## src/cftr_pkg.sv

```systemverilog
// Purpose: Shared constants for the transceiver control and fault report logic
// Assumes: 200 MHz clock, one clock domain
// Notes: Bus levels are abstracted to digital dominant/recessive indications
package cftr_pkg;
	localparam int CLK_MHZ = 200;
	// Dominant limit time in microseconds, converted to cycles below
	localparam int DOM_LIMIT_US = 2000;
	localparam int DOM_LIMIT_CYC = DOM_LIMIT_US * CLK_MHZ;
	localparam int ENABLE_EDGES = 100;
	localparam int REPORT_EDGES = 16;
	localparam int CLEAR_EDGES = 10;
	localparam int TXFAIL_PULSES = 10;
	localparam int CODE_BITS = 6;
	localparam logic [5:0] CODE_OVERCURRENT = 6'h2A;
	localparam logic [5:0] CODE_OVERVOLTAGE = 6'h2C;
	localparam logic [5:0] CODE_TXFAIL = 6'h32;
	localparam logic [5:0] CODE_NONE = 6'h00;
	localparam int FIFO_DEPTH = 32;
	localparam int FIFO_WIDTH = 1;
	typedef enum logic [1:0] {
		CFTR_ARMING,
		CFTR_WATCH,
		CFTR_REPORT,
		CFTR_CLEAR
	} cftr_phase_type;
endpackage

```

## src/cftr_fifo.sv

```systemverilog
// Purpose: Parameterised FIFO with valid/ready on both sides
// Assumes: Single clock, depth is a power of two
// Notes: Full and empty come from pointers with an extra wrap bit
`timescale 1ns/1ps
module cftr_fifo #(
	parameter int WIDTH = 1,
	parameter int DEPTH = 32
)
(
	input wire logic clk,
	input wire logic rst,
	input wire logic ce,
	input wire logic [WIDTH-1:0] in_data,
	input wire logic in_valid,
	output logic in_ready,
	output logic [WIDTH-1:0] out_data,
	output logic out_valid,
	input wire logic out_ready
);
	localparam int AW = $clog2(DEPTH);
	typedef struct packed {
		logic [AW:0] wr;
		logic [AW:0] rd;
	} cftr_fifo_st_type;
	cftr_fifo_st_type s_q;
	cftr_fifo_st_type s_d;
	logic [WIDTH-1:0] mem [DEPTH];
	logic push;
	logic pop;

	// Honest flags: full when pointers differ only in wrap bit
	assign in_ready = !((s_q.wr[AW] != s_q.rd[AW]) && (s_q.wr[AW-1:0] == s_q.rd[AW-1:0]));
	assign out_valid = (s_q.wr != s_q.rd);
	assign out_data = mem[s_q.rd[AW-1:0]];
	assign push = ce && in_valid && in_ready;
	assign pop = ce && out_valid && out_ready;

	// Pointer update
	always_comb
	begin
		s_d = s_q;
		if (push)
		begin
			s_d.wr = s_q.wr + 1'b1;
		end
		if (pop)
		begin
			s_d.rd = s_q.rd + 1'b1;
		end
	end

	always_ff @(posedge clk or posedge rst)
	begin
		if (rst)
		begin
			s_q <= '0;
		end
		else
		begin
			s_q <= s_d;
		end
	end

	// Storage has no reset, it is only read behind valid
	always_ff @(posedge clk)
	begin
		if (push)
		begin
			mem[s_q.wr[AW-1:0]] <= in_data;
		end
	end
endmodule

```

## src/cftr_core.sv

```systemverilog
// Purpose: Transmit/receive path, dominant timeout and fault report sequencer
// Assumes: Pins come from outside and are synchronised; analog faults arrive as levels
// Notes: Received bus levels pass a FIFO on the way to the receive output
// Functional notes
// - Short transmit low drives dominant and receive low; high gives recessive.
// - Transmit low beyond the limit disables the driver, bus recessive, receive high.
// - After timeout, driver stays off until a transmit rising edge.
// - Receive low for dominant differential, high for recessive differential.
// - Shorted or undriven terminated bus gives high receive output.
// - Thermal shutdown floats drivers; normal operation resumes when it clears.
// - Fault detection runs only in normal mode, not standby or silent.
// - Detection enables after 100 transmit rising edges from power-up.
// - Sixteen rising edges after a fault shift the stored code out.
// - Ten more pulses after the report clear the fault.
// - Driver overcurrent while enabled records code 101010.
// - Overvoltage on either line while enabled records code 101100.
// - Receive not following transmit for 10 pulses records code 110010.
// - Any fault raises the fault flag and offers the code on receive.
// - Fault flag low without fault, high on any detected fault.
// - Fault floats the bus and latches only the first code.
// - Clearing disables detection; another 100 rising edges re-enable it.
// - During a fault both bus lines are held in high impedance.
`timescale 1ns/1ps
module cftr_core #(
	parameter int DOM_LIMIT_CYC = cftr_pkg::DOM_LIMIT_CYC,
	parameter int FIFO_DEPTH = cftr_pkg::FIFO_DEPTH
)
(
	input wire logic clk,
	input wire logic rst,
	input wire logic ce,
	input wire logic tx_pin,
	input wire logic low_power_select,
	input wire logic silent_select,
	input wire logic bus_dominant,
	input wire logic overcurrent,
	input wire logic overvoltage,
	input wire logic thermal_shutdown,
	output logic rx_pin,
	output logic fault_flag,
	output logic canh_out,
	output logic canh_oe,
	output logic canl_out,
	output logic canl_oe
);
	localparam int TW = $clog2(DOM_LIMIT_CYC + 1);

	typedef struct packed {
		logic [1:0] tx_sync;
		logic [1:0] low_power_select_sync;
		logic [1:0] sil_sync;
		logic [1:0] bus_sync;
		logic [1:0] oc_sync;
		logic [1:0] ov_sync;
		logic [1:0] th_sync;
		logic tx_prev;
		logic [TW-1:0] dom_timer;
		logic timed_out;
		cftr_pkg::cftr_phase_type phase;
		logic [6:0] edge_cnt;
		logic [3:0] mismatch_cnt;
		logic pulse_mismatch;
		logic [5:0] code;
		logic fault;
		logic rx_out;
		logic canh_drv;
		logic canh_en;
		logic canl_drv;
		logic canl_en;
	} cftr_state_type;

	cftr_state_type s_q;
	cftr_state_type s_d;
	logic tx_s;
	logic tx_rise;
	logic tx_fall;
	logic normal_mode;
	logic drive_dom;
	logic fifo_in_ready;
	logic fifo_out_data;
	logic fifo_out_valid;
	logic rx_bus_level;

	// Count saturating at the limit: compare against the parameter, not the package
	function automatic logic timer_expired(input logic [TW-1:0] t);
		timer_expired = (t >= TW'(DOM_LIMIT_CYC));
	endfunction

	assign tx_s = s_q.tx_sync[1];
	assign tx_rise = tx_s && !s_q.tx_prev;
	assign tx_fall = !tx_s && s_q.tx_prev;
	assign normal_mode = !s_q.low_power_select_sync[1] && !s_q.sil_sync[1];
	// Driver active only in normal mode, no timeout, no fault, no thermal stop
	assign drive_dom = !tx_s && normal_mode && !s_q.timed_out && !s_q.fault
		&& !s_q.th_sync[1];

	// Bus level FIFO keeps receive samples in order; it drains every cycle
	cftr_fifo #(
		.WIDTH(cftr_pkg::FIFO_WIDTH),
		.DEPTH(FIFO_DEPTH)
	) u_fifo (
		.clk(clk),
		.rst(rst),
		.ce(ce),
		.in_data(!s_q.bus_sync[1]),
		.in_valid(1'b1),
		.in_ready(fifo_in_ready),
		.out_data(fifo_out_data),
		.out_valid(fifo_out_valid),
		.out_ready(1'b1)
	);
	// Empty FIFO reads as recessive, so an idle bus shows high
	assign rx_bus_level = fifo_out_valid ? fifo_out_data : 1'b1;

	always_comb
	begin
		s_d = s_q;
		s_d.tx_sync = {s_q.tx_sync[0], tx_pin};
		s_d.low_power_select_sync = {s_q.low_power_select_sync[0], low_power_select};
		s_d.sil_sync = {s_q.sil_sync[0], silent_select};
		s_d.bus_sync = {s_q.bus_sync[0], bus_dominant};
		s_d.oc_sync = {s_q.oc_sync[0], overcurrent};
		s_d.ov_sync = {s_q.ov_sync[0], overvoltage};
		s_d.th_sync = {s_q.th_sync[0], thermal_shutdown};
		s_d.tx_prev = tx_s;
		// Dominant timer runs while transmit is low, cleared by a rising edge
		if (tx_s)
		begin
			s_d.dom_timer = '0;
		end
		else if (!timer_expired(s_q.dom_timer))
		begin
			s_d.dom_timer = s_q.dom_timer + 1'b1;
		end
		if (!tx_s && timer_expired(s_q.dom_timer))
		begin
			s_d.timed_out = 1'b1;
		end
		else if (tx_rise)
		begin
			s_d.timed_out = 1'b0;
		end
		// Arm the check at each falling edge, clear it on any dominant receive in the
		// low half; a sample taken only at the falling edge would see stale recessive
		// behind the receive latency. Low halves shorter than that latency always fail.
		if (tx_fall)
		begin
			s_d.pulse_mismatch = 1'b1;
		end
		else if (!tx_s && !rx_bus_level)
		begin
			s_d.pulse_mismatch = 1'b0;
		end
		// Fault sequencer stepped by transmit rising edges; line faults end the watch in any cycle
		case (s_q.phase)
			cftr_pkg::CFTR_ARMING:
			begin
				s_d.mismatch_cnt = '0;
				if (tx_rise && normal_mode)
				begin
					if (s_q.edge_cnt == 7'(cftr_pkg::ENABLE_EDGES - 1))
					begin
						s_d.edge_cnt = '0;
						s_d.phase = cftr_pkg::CFTR_WATCH;
					end
					else
					begin
						s_d.edge_cnt = s_q.edge_cnt + 1'b1;
					end
				end
			end
			cftr_pkg::CFTR_WATCH:
			begin
				if (!normal_mode)
				begin
					s_d.mismatch_cnt = '0;
				end
				else if (s_q.oc_sync[1])
				begin
					s_d.code = cftr_pkg::CODE_OVERCURRENT;
					s_d.fault = 1'b1;
					s_d.phase = cftr_pkg::CFTR_REPORT;
				end
				else if (s_q.ov_sync[1])
				begin
					s_d.code = cftr_pkg::CODE_OVERVOLTAGE;
					s_d.fault = 1'b1;
					s_d.phase = cftr_pkg::CFTR_REPORT;
				end
				else if (tx_rise)
				begin
					// A pulse whose low half never showed dominant counts as failed
					if (s_q.pulse_mismatch)
					begin
						if (s_q.mismatch_cnt == 4'(cftr_pkg::TXFAIL_PULSES - 1))
						begin
							s_d.code = cftr_pkg::CODE_TXFAIL;
							s_d.fault = 1'b1;
							s_d.phase = cftr_pkg::CFTR_REPORT;
						end
						else
						begin
							s_d.mismatch_cnt = s_q.mismatch_cnt + 1'b1;
						end
					end
					else
					begin
						s_d.mismatch_cnt = '0;
					end
				end
			end
			cftr_pkg::CFTR_REPORT:
			begin
				// Later faults are not looked at here, so the first code stays
				if (tx_rise)
				begin
					if (s_q.edge_cnt == 7'(cftr_pkg::REPORT_EDGES - 1))
					begin
						s_d.edge_cnt = '0;
						s_d.phase = cftr_pkg::CFTR_CLEAR;
					end
					else
					begin
						s_d.edge_cnt = s_q.edge_cnt + 1'b1;
					end
				end
			end
			cftr_pkg::CFTR_CLEAR:
			begin
				if (tx_rise)
				begin
					if (s_q.edge_cnt == 7'(cftr_pkg::CLEAR_EDGES - 1))
					begin
						s_d.edge_cnt = '0;
						s_d.fault = 1'b0;
						s_d.code = cftr_pkg::CODE_NONE;
						s_d.phase = cftr_pkg::CFTR_ARMING;
					end
					else
					begin
						s_d.edge_cnt = s_q.edge_cnt + 1'b1;
					end
				end
			end
			default:
			begin
				s_d.phase = cftr_pkg::CFTR_ARMING;
			end
		endcase
		// Receive output: code bits MSB first during report, high while the fault is held, else bus level
		if (s_q.phase == cftr_pkg::CFTR_REPORT)
		begin
			if (tx_rise && s_q.edge_cnt < 7'(cftr_pkg::CODE_BITS))
			begin
				s_d.rx_out = s_q.code[3'(cftr_pkg::CODE_BITS - 1) - s_q.edge_cnt[2:0]];
			end
			else if (tx_rise)
			begin
				s_d.rx_out = 1'b1;
			end
		end
		else if (s_q.fault)
		begin
			s_d.rx_out = 1'b1;
		end
		else
		begin
			s_d.rx_out = rx_bus_level;
		end
		// Bus drivers: enable only for dominant; recessive and fault float the lines
		s_d.canh_drv = drive_dom;
		s_d.canl_drv = 1'b0;
		s_d.canh_en = drive_dom;
		s_d.canl_en = drive_dom;
	end

	always_ff @(posedge clk or posedge rst)
	begin
		if (rst)
		begin
			s_q <= '0;
			s_q.tx_sync <= 2'h3;
			s_q.tx_prev <= 1'b1;
			s_q.rx_out <= 1'b1;
			s_q.pulse_mismatch <= 1'b1;
			s_q.phase <= cftr_pkg::CFTR_ARMING;
		end
		else if (ce)
		begin
			s_q <= s_d;
		end
	end

	assign rx_pin = s_q.rx_out;
	assign fault_flag = s_q.fault;
	assign canh_out = s_q.canh_drv;
	assign canh_oe = s_q.canh_en;
	assign canl_out = s_q.canl_drv;
	assign canl_oe = s_q.canl_en;
endmodule

```

## config.mk

```make
export PLATFORM = sky130hd
export DESIGN_NAME = cftr_core
export DESIGN_NICKNAME = d
export VERILOG_FILES = /design/src/cftr_pkg.sv /design/src/cftr_fifo.sv /design/src/cftr_core.sv
export SDC_FILE = /design/constraint.sdc
export NUM_CORES = 1
export LEC_CHECK = 0
export ABC_AREA = 1
export BUFFER_PORTS_ARGS = -buffer_cell sky130_fd_sc_hd__buf_2
export CORE_MARGIN = 1.5
export CORE_UTILIZATION = 55
export CTS_CLUSTER_DIAMETER = 50
export DETAILED_ROUTE_END_ITERATION = 7
export GPL_ROUTABILITY_DRIVEN = 0
export HOLD_SLACK_MARGIN = 0.05
export PLACE_DENSITY = 0.78
export REMOVE_ABC_BUFFERS = 1
export SKIP_CTS_REPAIR_TIMING = 1
export SLEW_MARGIN = 20
export SYNTH_ARGS = -nofsm -noshare
export SYNTH_HDL_FRONTEND = slang
export SYNTH_HIERARCHICAL = 1
export SYNTH_SLANG_ARGS = --single-unit
```

## constraint.sdc

```tcl
create_clock -name clk -period 3.3 [get_ports clk]
set_clock_uncertainty 0.15 [all_clocks]
set_input_delay 0.33 -clock clk [delete_from_list [all_inputs] [get_ports clk]]
set_output_delay 0.33 -clock clk [all_outputs]
set_load 0.1 [all_outputs]
```

=== Word-level counts from Yosys, hierarchy flattened ===
Memories as Yosys holds them, arrays and structs flattened.
Cells that the tools add are included.

* Bits in writable memories: 32
* Flip-flop bits (word level): 70
* Bits in read-only memories: 0
* Latch bits: 0
* Input bits: 10
* Logic and storage cells: 142
* Memories: 1
* Output and inout bits: 6

{| class="wikitable"
|+ Memory list
! memory !! depth !! bits a word !! read ports !! clocked after memory_dff !! wr ports !! RTL line !! RTL
|-
| u_fifo.mem || 32 || 1 || 1 || 0 || 1 || cftr_fifo.sv:27 || <nowiki>logic [WIDTH-1:0] mem [DEPTH];</nowiki>
|}

* Multiply operators: 0
* Eq/ne operators: 26
* Div/mod/pow operators: 0
* Reductions and logical operators: 38
* Add/sub/neg operators: 6
* Mux-type cells: 48
* $lt $le $gt $ge: 3
* Bitwise logic cells: 0
* Shift-type cells: 0

{| class="wikitable"
|+ Operators with widths
! cell !! count
|-
| $mux W7 || 11
|-
| $mux W19 || 2
|-
| $mux W9 || 3
|-
| $mux W4 || 6
|-
| $pmux W7 S3 || 1
|-
| $add A19 B1 Y19 const B || 1
|-
| $ge A19 B19 Y1 const B || 1
|-
| $mux W2 || 9
|-
| $ne A2 B2 Y1 const B || 8
|-
| $ne A4 B4 Y1 const B || 4
|-
| $eq A7 B4 Y1 const B || 2
|-
| $logic_and A1 B1 Y1 || 14
|-
| $pmux W7 S2 || 1
|-
| $add A6 B1 Y6 const B || 2
|-
| $mux W1 || 12
|-
| $reduce_and A11 Y1 || 1
|-
| $logic_not A1 Y1 || 10
|-
| $ne A3 B3 Y1 const B || 3
|-
| $pmux W2 S4 || 1
|-
| $pmux W4 S2 || 1
|-
| $reduce_and A2 Y1 || 4
|-
| $reduce_and A8 Y1 || 1
|-
| $reduce_bool A2 Y1 || 4
|-
| $add A7 B1 Y7 const B || 1
|-
| other kinds (17) || 18
|}

=== Longest topological paths before layout ===
Gate-level depths: netlist of the first run.

* Depth after elaboration: 8
* Mapped depth: 17
* Gate-level depth less buffers: 15

=== By module ===
The synthesis of the first run kept the hierarchy.

{| class="wikitable"
|+ Modules (own cells, without submodules)
! module !! cells an instance !! area an instance (um2) !! times used !! seq. area each (um2)
|-
| cftr_core || 478 || 3,533.4 || 1 || 1,407.6
|-
| cftr_fifo || 292 || 2,612.5 || 1 || 1,261.2
|}

=== Worst setup path after synthesis of the first run ===
OpenSTA, ideal clock, no wires.

* Kind: reg2reg
* Start: register u_fifo/s_q[0] (netlist bit)
* End: register s_q (netlist bit rx_pin)
* Period minus slack after synthesis: 1,886 ps
* Library setup time: 81 ps
* Data required time: 3,069 ps
* Setup slack: 1,414 ps
* Cell stages (with the launch flop): 18
* Arrival time: 1,655 ps
* Buffers on the path: 2
* Path through: dfrtp_1 buf_4 clkinv_1 buf_2 nand2_1 nand3_1 nand3_1 nand2_1 nand2_1 nand2_1 nand2_1 nand2_1 inv_1 nand2_1 nor3_1 nor2_1 o21ai_0 nand2_1

* Word-level cells in the longest chain between the ends: 4
* Elaborated cells on any way between the ends: 5
* Those cells by class: eq/ne: 1; mux: 3; memory: 1

{| class="wikitable"
|+ RTL lines
! item !! RTL line !! RTL
|-
| start, declared || cftr_fifo.sv:25 || <nowiki>cftr_fifo_st_type s_q;</nowiki>
|-
| start signal, assigned || cftr_fifo.sv:56 || <nowiki>s_q <= '0;</nowiki>
|-
| start signal, assigned || cftr_fifo.sv:60 || <nowiki>s_q <= s_d;</nowiki>
|-
| $mem_v2 Z32 W1 || -- ||
|-
| via fifo_out_data || cftr_core.sv:80 || <nowiki>logic fifo_out_data;</nowiki>
|-
| $mux W1 || cftr_core.sv:113 || <nowiki>assign rx_bus_level = fifo_out_valid ? fifo_out_data : 1'b1;</nowiki>
|-
| $mux W1 || cftr_core.sv:262 || <nowiki>else if (s_q.fault)</nowiki>
|-
| $mux W1 || cftr_core.sv:251 || <nowiki>if (s_q.phase == cftr_pkg::CFTR_REPORT)</nowiki>
|-
| end, declared || cftr_core.sv:72 || <nowiki>cftr_state_type s_q;</nowiki>
|}

The timed path passes the listed nets, and every way through them passes these cells.
A chain may end at the register's enable or synchronous reset.

=== Final worst setup path of the first run ===
Ends and elaborated chain as after synthesis.

==> impl_metrics.tcl, run 1 <==
set metrics [dict create \
    ir_worst_vdd_uv 427 \
    worst_ep_required_time_ps 3460 \
    antenna_found_initial 0 \
    synth_edf_count 32 \
    critPathArrivalTime_ps 2910 \
    cts_buffers 9 \
    syn_avg_cell_area_um2 7.98 \
    tightest_slew_ps 855 \
    seqPwrFrac_pct 47.0 \
    grt_pass1_wl_mm 21.5 \
    dpl.hpwl_mm 9.04 \
    start_kind "flop" \
    synth_top_area_cell "dfrtp_1" \
    globalRoute.totalOverflow 0 \
    routed_via_density 5.39 \
    yosysSeqAreaShare_pct 43.4 \
    ctsRootBufferMaster "clkbuf_8" \
    ys_types 43 \
    p_comb_share_pct 33.0 \
    io_pins 16 \
    num_antenna_cells 0 \
    multiInputGateArea_um2 3030 \
    dieArea_um2 11800 \
    netlist_top_cells_area "dfrtp_1 26%, nand2_1 16%, edfxtp_1 16%, nand3_1 6.2%, nor2_4 4.4%" \
    final_hold_viol_count 0 \
    grt_busiest_layer "met2" \
    drc_errors 0 \
    grtUsageMet1_pct 30.3 \
    critPathKind "reg2reg" \
    setup_tns_ps 0 \
    synth_warnings 6 \
    rsz0062_at_grt "no" \
    wirelength_mm 12.7 \
    areaGrowthSynthToFinish_pct 5.13 \
    maxCapViolations 0 \
    die_width_um 109 \
    powerDensity_nw_per_um2 549 \
    leakage_nw 2.83 \
    utilization_pct 59.3 \
    slew_violations 0 \
    grt_pass1_vias 4678 \
    path_clk_slew_ps 90 \
    track_usage_pct 23.4 \
    async_flop_share_pct 68.0 \
    fin_crit_ps 2760 \
    n_fill_cell 910 \
    slew_headroom_pct 42.9 \
    initial_core_util_pct 56.4 \
    dp.cells 906 \
    min_path_type "in2reg" \
    end_kind "flop" \
    cts_sinks 100 \
    syn_area_um2 6150 \
    ys_seq_elements 100 \
    syn_inst 770 \
    dr.pass1.iters 7 \
    cts_tree "yes" \
    clockPowerShare_pct 20.0 \
    ant_nets 0 \
    finalSetupViolations 0 \
    fp.dieH_um 109 \
    clk_path_buf_depth 2 \
    port_buffers 14 \
    grt_start_max_net_pins 49 \
    fmax_mhz 363 \
    finalCritPeriodShare_pct 83.5 \
    switching_share_pct 41.8 \
    synthFlopType "dfrtp_1" \
    use_met2_pct 38.2 \
    drt-initial-drc-count 458 \
    instances_no_fill 929 \
    seq_area_um2 2670 \
    drive_gt1_share_pct 13.1 \
    routedWlPerCell_um 13.7 \
    num_rows 38 \
    status "completed" \
    synth_top_area_share_pct 25.7 \
    hold-worst-slack_ps 52.1 \
    grt_util_met3_pct 5.02 \
    p_switching_mw 1.48 \
    clk_latency_ps 380 \
    core_um2 10900 \
    cts_max_level 3 \
    crit_fanout 21 \
    p_int_mw 2.07 \
    final_nets 811 \
    num_vias 5007 \
]
==> layer usage <==
| metal | share of wire [%] | vias to the layer above |
|---|---|---|
| met5 | 0 | - |
| met4 | 2.1 | 0 |
| met3 | 3.7 | 24 |
| met2 | 49 | 104 |
| met1 | 46 | 2391 |
| li1 | - | 2488 |
==> worst paths after layout <==
check | from | end | slack, ps | depth (start not counted)
setup / recovery | u_fifo/s_q[0] | rx_pin | 540 | 15
hold / removal | bus_dominant | s_d[54] | 50 | 3
setup reg to reg | u_fifo/s_q[0] | rx_pin | 540 | 15
hold reg to reg | s_q[26] | canl_oe | 310 | 1
max in group asynchronous | rst | s_q[25] | 1910 | 4
min in group asynchronous | rst | s_q[30] | 240 | 3
==> power by group through the flow <==
stage | clock, mW | sequential, mW | combinational [mW]
3_3_place_gp | 0 | 1.67 | 1.11
2_1_floorplan | 0 | 1.70 | 0.830
5_1_grt | 0.780 | 1.69 | 1.33
4_1_cts | 0.731 | 1.66 | 1.16
6_report | 0.709 | 1.67 | 1.17
3_5_place_dp | 0 | 1.68 | 1.16
==> synth_stat cells, types with 3 or more instances <==
| library cell | number |
|---|---|
| dfrtp_1 | 63 |
| buf_6 | 4 |
| o21ai_1 | 6 |
| buf_12 | 3 |
| buf_4 | 7 |
| nand2_1 | 263 |
| nor2_1 | 59 |
| ha_1 | 17 |
| o21ai_2 | 3 |
| xor2_1 | 15 |
| edfxtp_1 | 32 |
| nand2_4 | 3 |
| buf_2 | 7 |
| nand3_1 | 76 |
| or2_2 | 5 |
| clkbuf_1 | 4 |
| nor2_2 | 5 |
| inv_1 | 57 |
| nor3_1 | 7 |
| inv_2 | 6 |
| dfstp_2 | 5 |
| nor2_4 | 24 |
| o21bai_1 | 5 |
| nand4_1 | 20 |
| nand2_2 | 9 |
| buf_1 | 4 |
| o21ai_0 | 34 |
| xnor2_1 | 4 |
==> per-stage QoR <==
stage	area [um2]	setup WS (ps)	power [mW]
after floorplan	5950	721	2.53
after global placement	6220	758	2.78
after detailed placement	6220	623	2.84
after CTS	6390	587	3.55
after global routing	6460	247	3.80
final	6460	544	3.55
==> registers in the layout, indices dropped and copies added, names as in the netlist <==
| register | cells |
|---|---|
| u_fifo/s_q | 12 |
| s_d | 8 |
| s_q | 46 |
| rx_pin | 1 |
| u_fifo/mem | 32 |
| canl_oe | 1 |
==> critical path, stage by stage (launching register included) <==
cell and delay, ps:
dfrtp_1 780, clkinv_1 610, nand2_1 210, nand3_1 90, nand3_1 100, nand2_1 60
nand2_1 50, nand2_1 70, nand2_1 60, nand2_1 60, inv_1 50, nand2_1 60
nor3_1 140, nor2_1 60, o21ai_0 70, nand2_1 60
==> logic make-up (layout without fill, tap and decap cells) <==
| kind of cell | after synthesis | count (layout) | share of synthesized area [%] |
|---|---|---|---|
| buf+inv | 95 | 107 | 7.70 |
| flops | 100 | 100 | 43.4 |
| xor+xnor | 19 | 19 | 2.71 |
| other cells | 2 | 9 | 0.122 |
| simple gates | 480 | 480 | 37.1 |
| fa+ha+maj | 17 | 17 | 3.46 |
| compound gates | 57 | 57 | 5.50 |
==> cells in the final DEF, fill, tap and decap left out, types with 4 or more instances in the layout <==
cell type and count:
nor2_2 5, inv_2 7, nand2_1 263, dfrtp_1 63
dlygate4sd3_1 7, or2_2 5, dfstp_2 5, nor3_1 7
buf_2 14, nand4_1 20, buf_4 4, ha_1 17
nor2_4 24, o21ai_0 34, xnor2_1 4, nand3_1 76
o21bai_1 5, o21ai_1 6, edfxtp_1 32, nor2_1 59
conb_1 9, clkbuf_8 9, xor2_1 15, nand2_2 9
inv_1 56
==> final cells by class <==
cell class / count / share of cell area [%]
multi-input cells: 582 / 46.9
flip-flops and latches: 100 / 41.3
inverters: 66 / 3.87
well taps: 140 / 2.71
repair buffers: 25 / 2.63
clock buffers: 10 / 1.98
clock inverters: 6 / 0.600
(Power assumes the default switching activity.)
==> inputs of run 2 (changes only) <==
- ABC_AREA: 1 -> 0
- clock period: 3.3 -> 2.9 ns (I/O delays scaled with it)
==> run 2 against run 1 <==
Cell area decreased by 12%; clock-buffer cell count fell by 1; critical endpoint unchanged; critical path depth decreased by 7; clock power is 21% higher; combinational power is 31% higher; worst setup slack got worse by 53 ps; wire length fell by 21%; via count down 24%; fmax rose by 14%.
==> impl_metrics.tcl, run 2 <==
set metrics [dict create \
    status "completed" \
    reg2reg_slack_ps 490 \
    cts_tree "yes" \
    ant_nets 0 \
    finalCritPeriodShare_pct 83.1 \
    dpl.hpwl_mm 6.99 \
    largest_reg_flops 46 \
    grt_start_max_net_pins 34 \
    slew_headroom_pct 28.3 \
    start_kind "flop" \
    drt-initial-drc-count 260 \
    io_pins 16 \
    die_width_um 101 \
    num_antenna_cells 0 \
    tightest_slew_ps 1060 \
    final_nets 547 \
    power_mw 4.42 \
    seq_area_um2 2670 \
    rr_endpoint "rx_pin" \
    maxCapViolations 0 \
    leakage_nw 2.26 \
    top_register "s_q" \
    routedWlPerCell_um 15.4 \
    syn_avg_cell_area_um2 10.5 \
    crit_fanout 13 \
    routed_via_density 5.80 \
    worstHoldStart "ce" \
    cts_max_level 3 \
    holdPathEnd "s_q[54]" \
    slew_violations 0 \
    finalSetupViolations 0 \
    rsz0062_at_grt "no" \
    grt_pass1_wl_mm 17.0 \
    globalRoute.totalOverflow 0 \
    setup_tns_ps 0 \
    drc_errors 0 \
    min_path_type "in2reg" \
    num_vias 3790 \
    multiInputGateArea_um2 2370 \
    ir_worst_vdd_uv 407 \
    path_clk_slew_ps 100 \
    syn_area_um2 5240 \
    dieArea_um2 10100 \
    worst_ep_required_time_ps 3050 \
    num_rows 35 \
    clk_latency_ps 380 \
    areaGrowthSynthToFinish_pct 9.08 \
    port_buffers 14 \
    r2r-start "u_fifo/s_q[1]" \
    hold_depth 3 \
    powerDensity_nw_per_um2 774 \
    fp.dieH_um 101 \
    critPathKind "reg2reg" \
    cts_sinks 100 \
    drive_gt1_share_pct 16.0 \
    critPathArrivalTime_ps 2560 \
    reg2regPathDepth 8 \
    fin_crit_ps 2410 \
    cts_buffers 9 \
    final_hold_viol_count 0 \
    wirelength_mm 10.1 \
    syn_inst 498 \
    track_usage_pct 21.3 \
    dr.pass1.iters 5 \
    clk_path_buf_depth 2 \
    initial_core_util_pct 56.7 \
    synth_warnings 6 \
    core_um2 9240 \
    final_cell_mix "69 x nor2_1, 63 x dfrtp_1, 35 x nand2_1" \
    n_fill_cell 737 \
    fmax_mhz 415 \
    antenna_found_initial 0 \
    final_common_cell "nor2_1" \
    grt_pass1_vias 3550 \
    end_kind "flop" \
    ctsRootBufferMaster "clkbuf_8" \
]
run 2: cell types whose count changed in the layout (fill, tap and decap cells not counted), sizes merged, moves of 17 or more:
cell   change
nor2      -19
o21ai     -25
nand3     -66
mux2      +19
xnor2     +17
nand2    -236
inv       -39
run 2: cell type report:
class                      count  area share (%)
tap                          129            2.83
timing repair buffer          33            4.07
inverter                      23            1.51
multi-input combinational    353            41.5
clock inverter                 7            1.18
clock buffer                   9            2.17
sequential                   100            46.7
run 2: per-layer routing:
layer / vias to the layer above / wire, um / GRT usage, %
met1: 1857 / 4530 / 29.1
met4: 0 / 102 / 6.39
met3: 11 / 464 / 4.30
met5: - / 0 / 0
li1: 1816 / - / -
met2: 106 / 4990 / 34.4
run 2: critical path, cell delays in order (launching register included):
cell      delay (ps)
dfrtp_1          530
buf_4            290
mux2i_1          240
a221oi_1         140
nand4b_1         140
nand4_1          150
nor4b_1          350
a21oi_1           90
mux2_2           270
run 2: where the power goes:
group / switching, mW / leakage [nW] / internal, mW
clock network: 0.524 / 0.0993 / 0.335
registers: 0.322 / 1.14 / 1.70
logic: 0.905 / 1.02 / 0.630
total: 1.75 / 2.26 / 2.67
run 2: worst max path at each step:
stage / to / cells past startpoint / slack [ps] / startpoint
floorplan: canl_oe / 2 / 310 / canl_oe
global placement: s_q[25] / 7 / 600 / s_q[14]
detailed placement: rx_pin / 8 / 500 / u_fifo/s_q[1]
CTS: rx_pin / 8 / 480 / u_fifo/s_q[1]
global route: rx_pin / 9 / 280 / u_fifo/s_q[1]
finish: rx_pin / 8 / 490 / u_fifo/s_q[1]
run 2: per-stage QoR:
| stage | setup slack, ps | cell area (um2) | hold slack (ps) | utilization [%] | std cells |
|---|---|---|---|---|---|
| 6_report | 491 | 5710 | 166 | 61.8 | 654 |
| 2_1_floorplan | 310 | 5130 | 4.70 | - | 476 |
| 4_1_cts | 485 | 5630 | -244 | 60.9 | 646 |
| 3_5_place_dp | 498 | 5440 | 177 | 58.9 | 630 |
| 5_1_grt | 280 | 5710 | 183 | 61.8 | 654 |
| 3_3_place_gp | 602 | 5440 | 170 | 58.9 | 630 |
==> inputs of run 3 (changes only) <==
- PLACE_DENSITY: 0.78 -> 0.81
- clock period: 2.9 -> 2 ns (I/O delays scaled with it)
==> run 3 against run 2 <==
Non-clock buffer count up 62; via count up 9.6%; combinational power up 130%; the flow now finishes with violations (negative setup slack); clock power up 42%; worst setup slack worse by 720 ps; first-iteration DRC count down 37%; worst hold slack worse by 17 ps; total power up 71%; critical path depth down 2.
==> impl_metrics.tcl, run 3 (synthesis gave the netlist of run 2 again) <==
set metrics [dict create \
    status "complete, but fails checks" \
    violations "negative setup slack" \
    maxCapViolations 0 \
    ir_worst_vdd_uv 786 \
    grt_pass1_wl_mm 18.8 \
    wirelength_mm 12.2 \
    fin_area_um2 6600 \
    drive_gt1_share_pct 33.2 \
    n_fill_cell 626 \
    hold-worst-slack_ps 149 \
    powerDensity_nw_per_um2 1150 \
    fin_crit_ps 2230 \
    num_rows 35 \
    placed_cell_area_um2 5840 \
    cts_buffers 9 \
    final_cell_mix "61 x buf_4, 60 x dfrtp_1, 58 x nor2_1" \
    routed_via_density 5.79 \
    grt_pass1_vias 4055 \
    grt_start_max_net_pins 57 \
    setup_ws_ps -226 \
    ant_nets 0 \
    final_nets 610 \
    largest_reg_flops 46 \
    utilization_pct 71.4 \
    r2r-start "s_q[23]" \
    slew_violations 0 \
    rsz0062_at_grt "yes" \
    clk_path_buf_depth 2 \
    critPathArrivalTime_ps 2390 \
    cp_cell_sequence "or3_4 -> o41ai_4 -> o2111ai_2 -> buf_6 -> or4b_1 -> nand3_1" \
    dpl.hpwl_mm 7.95 \
    ctsRootBufferMaster "clkbuf_8" \
    cts_max_level 3 \
    fp.dieH_um 101 \
    initial_core_util_pct 56.7 \
    dieArea_um2 10100 \
    die_width_um 101 \
    start_kind "flop" \
    num_vias 4153 \
    antenna_found_initial 0 \
    fmax_mhz 449 \
    cts_tree "yes" \
    final_common_cell "buf_4" \
    worst_ep_required_time_ps 2170 \
    crit_fanout 5 \
    min_path_type "in2reg" \
    finalSetupViolations 11 \
    hold_depth 3 \
    track_usage_pct 23.7 \
    critPathKind "reg2reg" \
    areaGrowthSynthToFinish_pct 26.0 \
    core_um2 9240 \
    port_buffers 14 \
    clk_latency_ps 380 \
    routedWlPerCell_um 17.0 \
    end_kind "flop" \
    final_hold_viol_count 0 \
    drt-initial-drc-count 163 \
    reg2reg_slack_ps -230 \
    power_mw 7.58 \
    holdPathEnd "s_q[46]" \
    top_register "s_q" \
    drc_errors 0 \
    slowest_stage "or4b_1" \
    dr.pass1.iters 4 \
    globalRoute.totalOverflow 0 \
    worstHoldStart "ce" \
    setup_tns_ps -1460 \
    reg2regPathDepth 6 \
    slowest_delay_ps 510 \
    leakage_nw 2.64 \
    rr_endpoint "s_q[8]" \
    io_pins 16 \
    path_clk_slew_ps 110 \
    num_antenna_cells 0 \
    cts_sinks 100 \
    finalCritPeriodShare_pct 111 \
]
## run 3: cell types whose count changed in the layout (fill, tap and decap cells not counted), sizes merged
cell	before	now
buf	25	87
clkinv	3	2
nand2	39	40
clkinvlp	0	1
## run 3: area by class of cell
class	count	area [um2]	share of cell area [%]
clock buffers	9	124	1.88
clock inverters	7	56.3	0.854
inverters	23	86.3	1.31
multi-input cells	354	2720	41.2
flip-flops and latches	100	2670	40.5
well taps	129	161	2.45
repair buffers	95	777	11.8
## run 3: worst max-delay path by stage
stage	startpoint	end	slack, ps	cells past startpoint
after floorplan	canl_oe	canl_oe	-590	2
after global placement	s_d[46]	s_q[13]	-210	4
after detailed placement	s_d[46]	s_q[14]	-280	4
after CTS	s_d[46]	s_q[14]	-310	4
after global routing	u_fifo/s_q[0]	rx_pin	-310	8
final	s_q[23]	s_q[8]	-230	6
## run 3: report_power, final
group | internal, mW | leakage (nW) | switching (mW) | total (mW)
sequential | 2.48 | 1.14 | 0.373 | 2.85
combinational | 1.57 | 1.41 | 1.92 | 3.50
clock | 0.471 | 0.0925 | 0.754 | 1.22
total | 4.52 | 2.64 | 3.05 | 7.58
## run 3: layer usage
metal | share of wire, % | GRT usage [%]
met1 | 40 | 29.1
met2 | 53 | 41.3
met3 | 4.5 | 5.34
met4 | 2.2 | 8.13
met5 | 0 | 0
## run 3: critical path: cells and delay by family (launching register included)
kind | cells | cell delay, ps
compound gates | 2 | 440
buf+inv | 1 | 170
flops | 1 | 390
simple gates | 3 | 1010
## run 3: metrics by stage
stage,instances,setup slack (ps)
3_3_place_gp,681,-213
2_1_floorplan,476,-590
5_1_grt,717,-309
3_5_place_dp,681,-283
4_1_cts,697,-311
6_report,717,-226
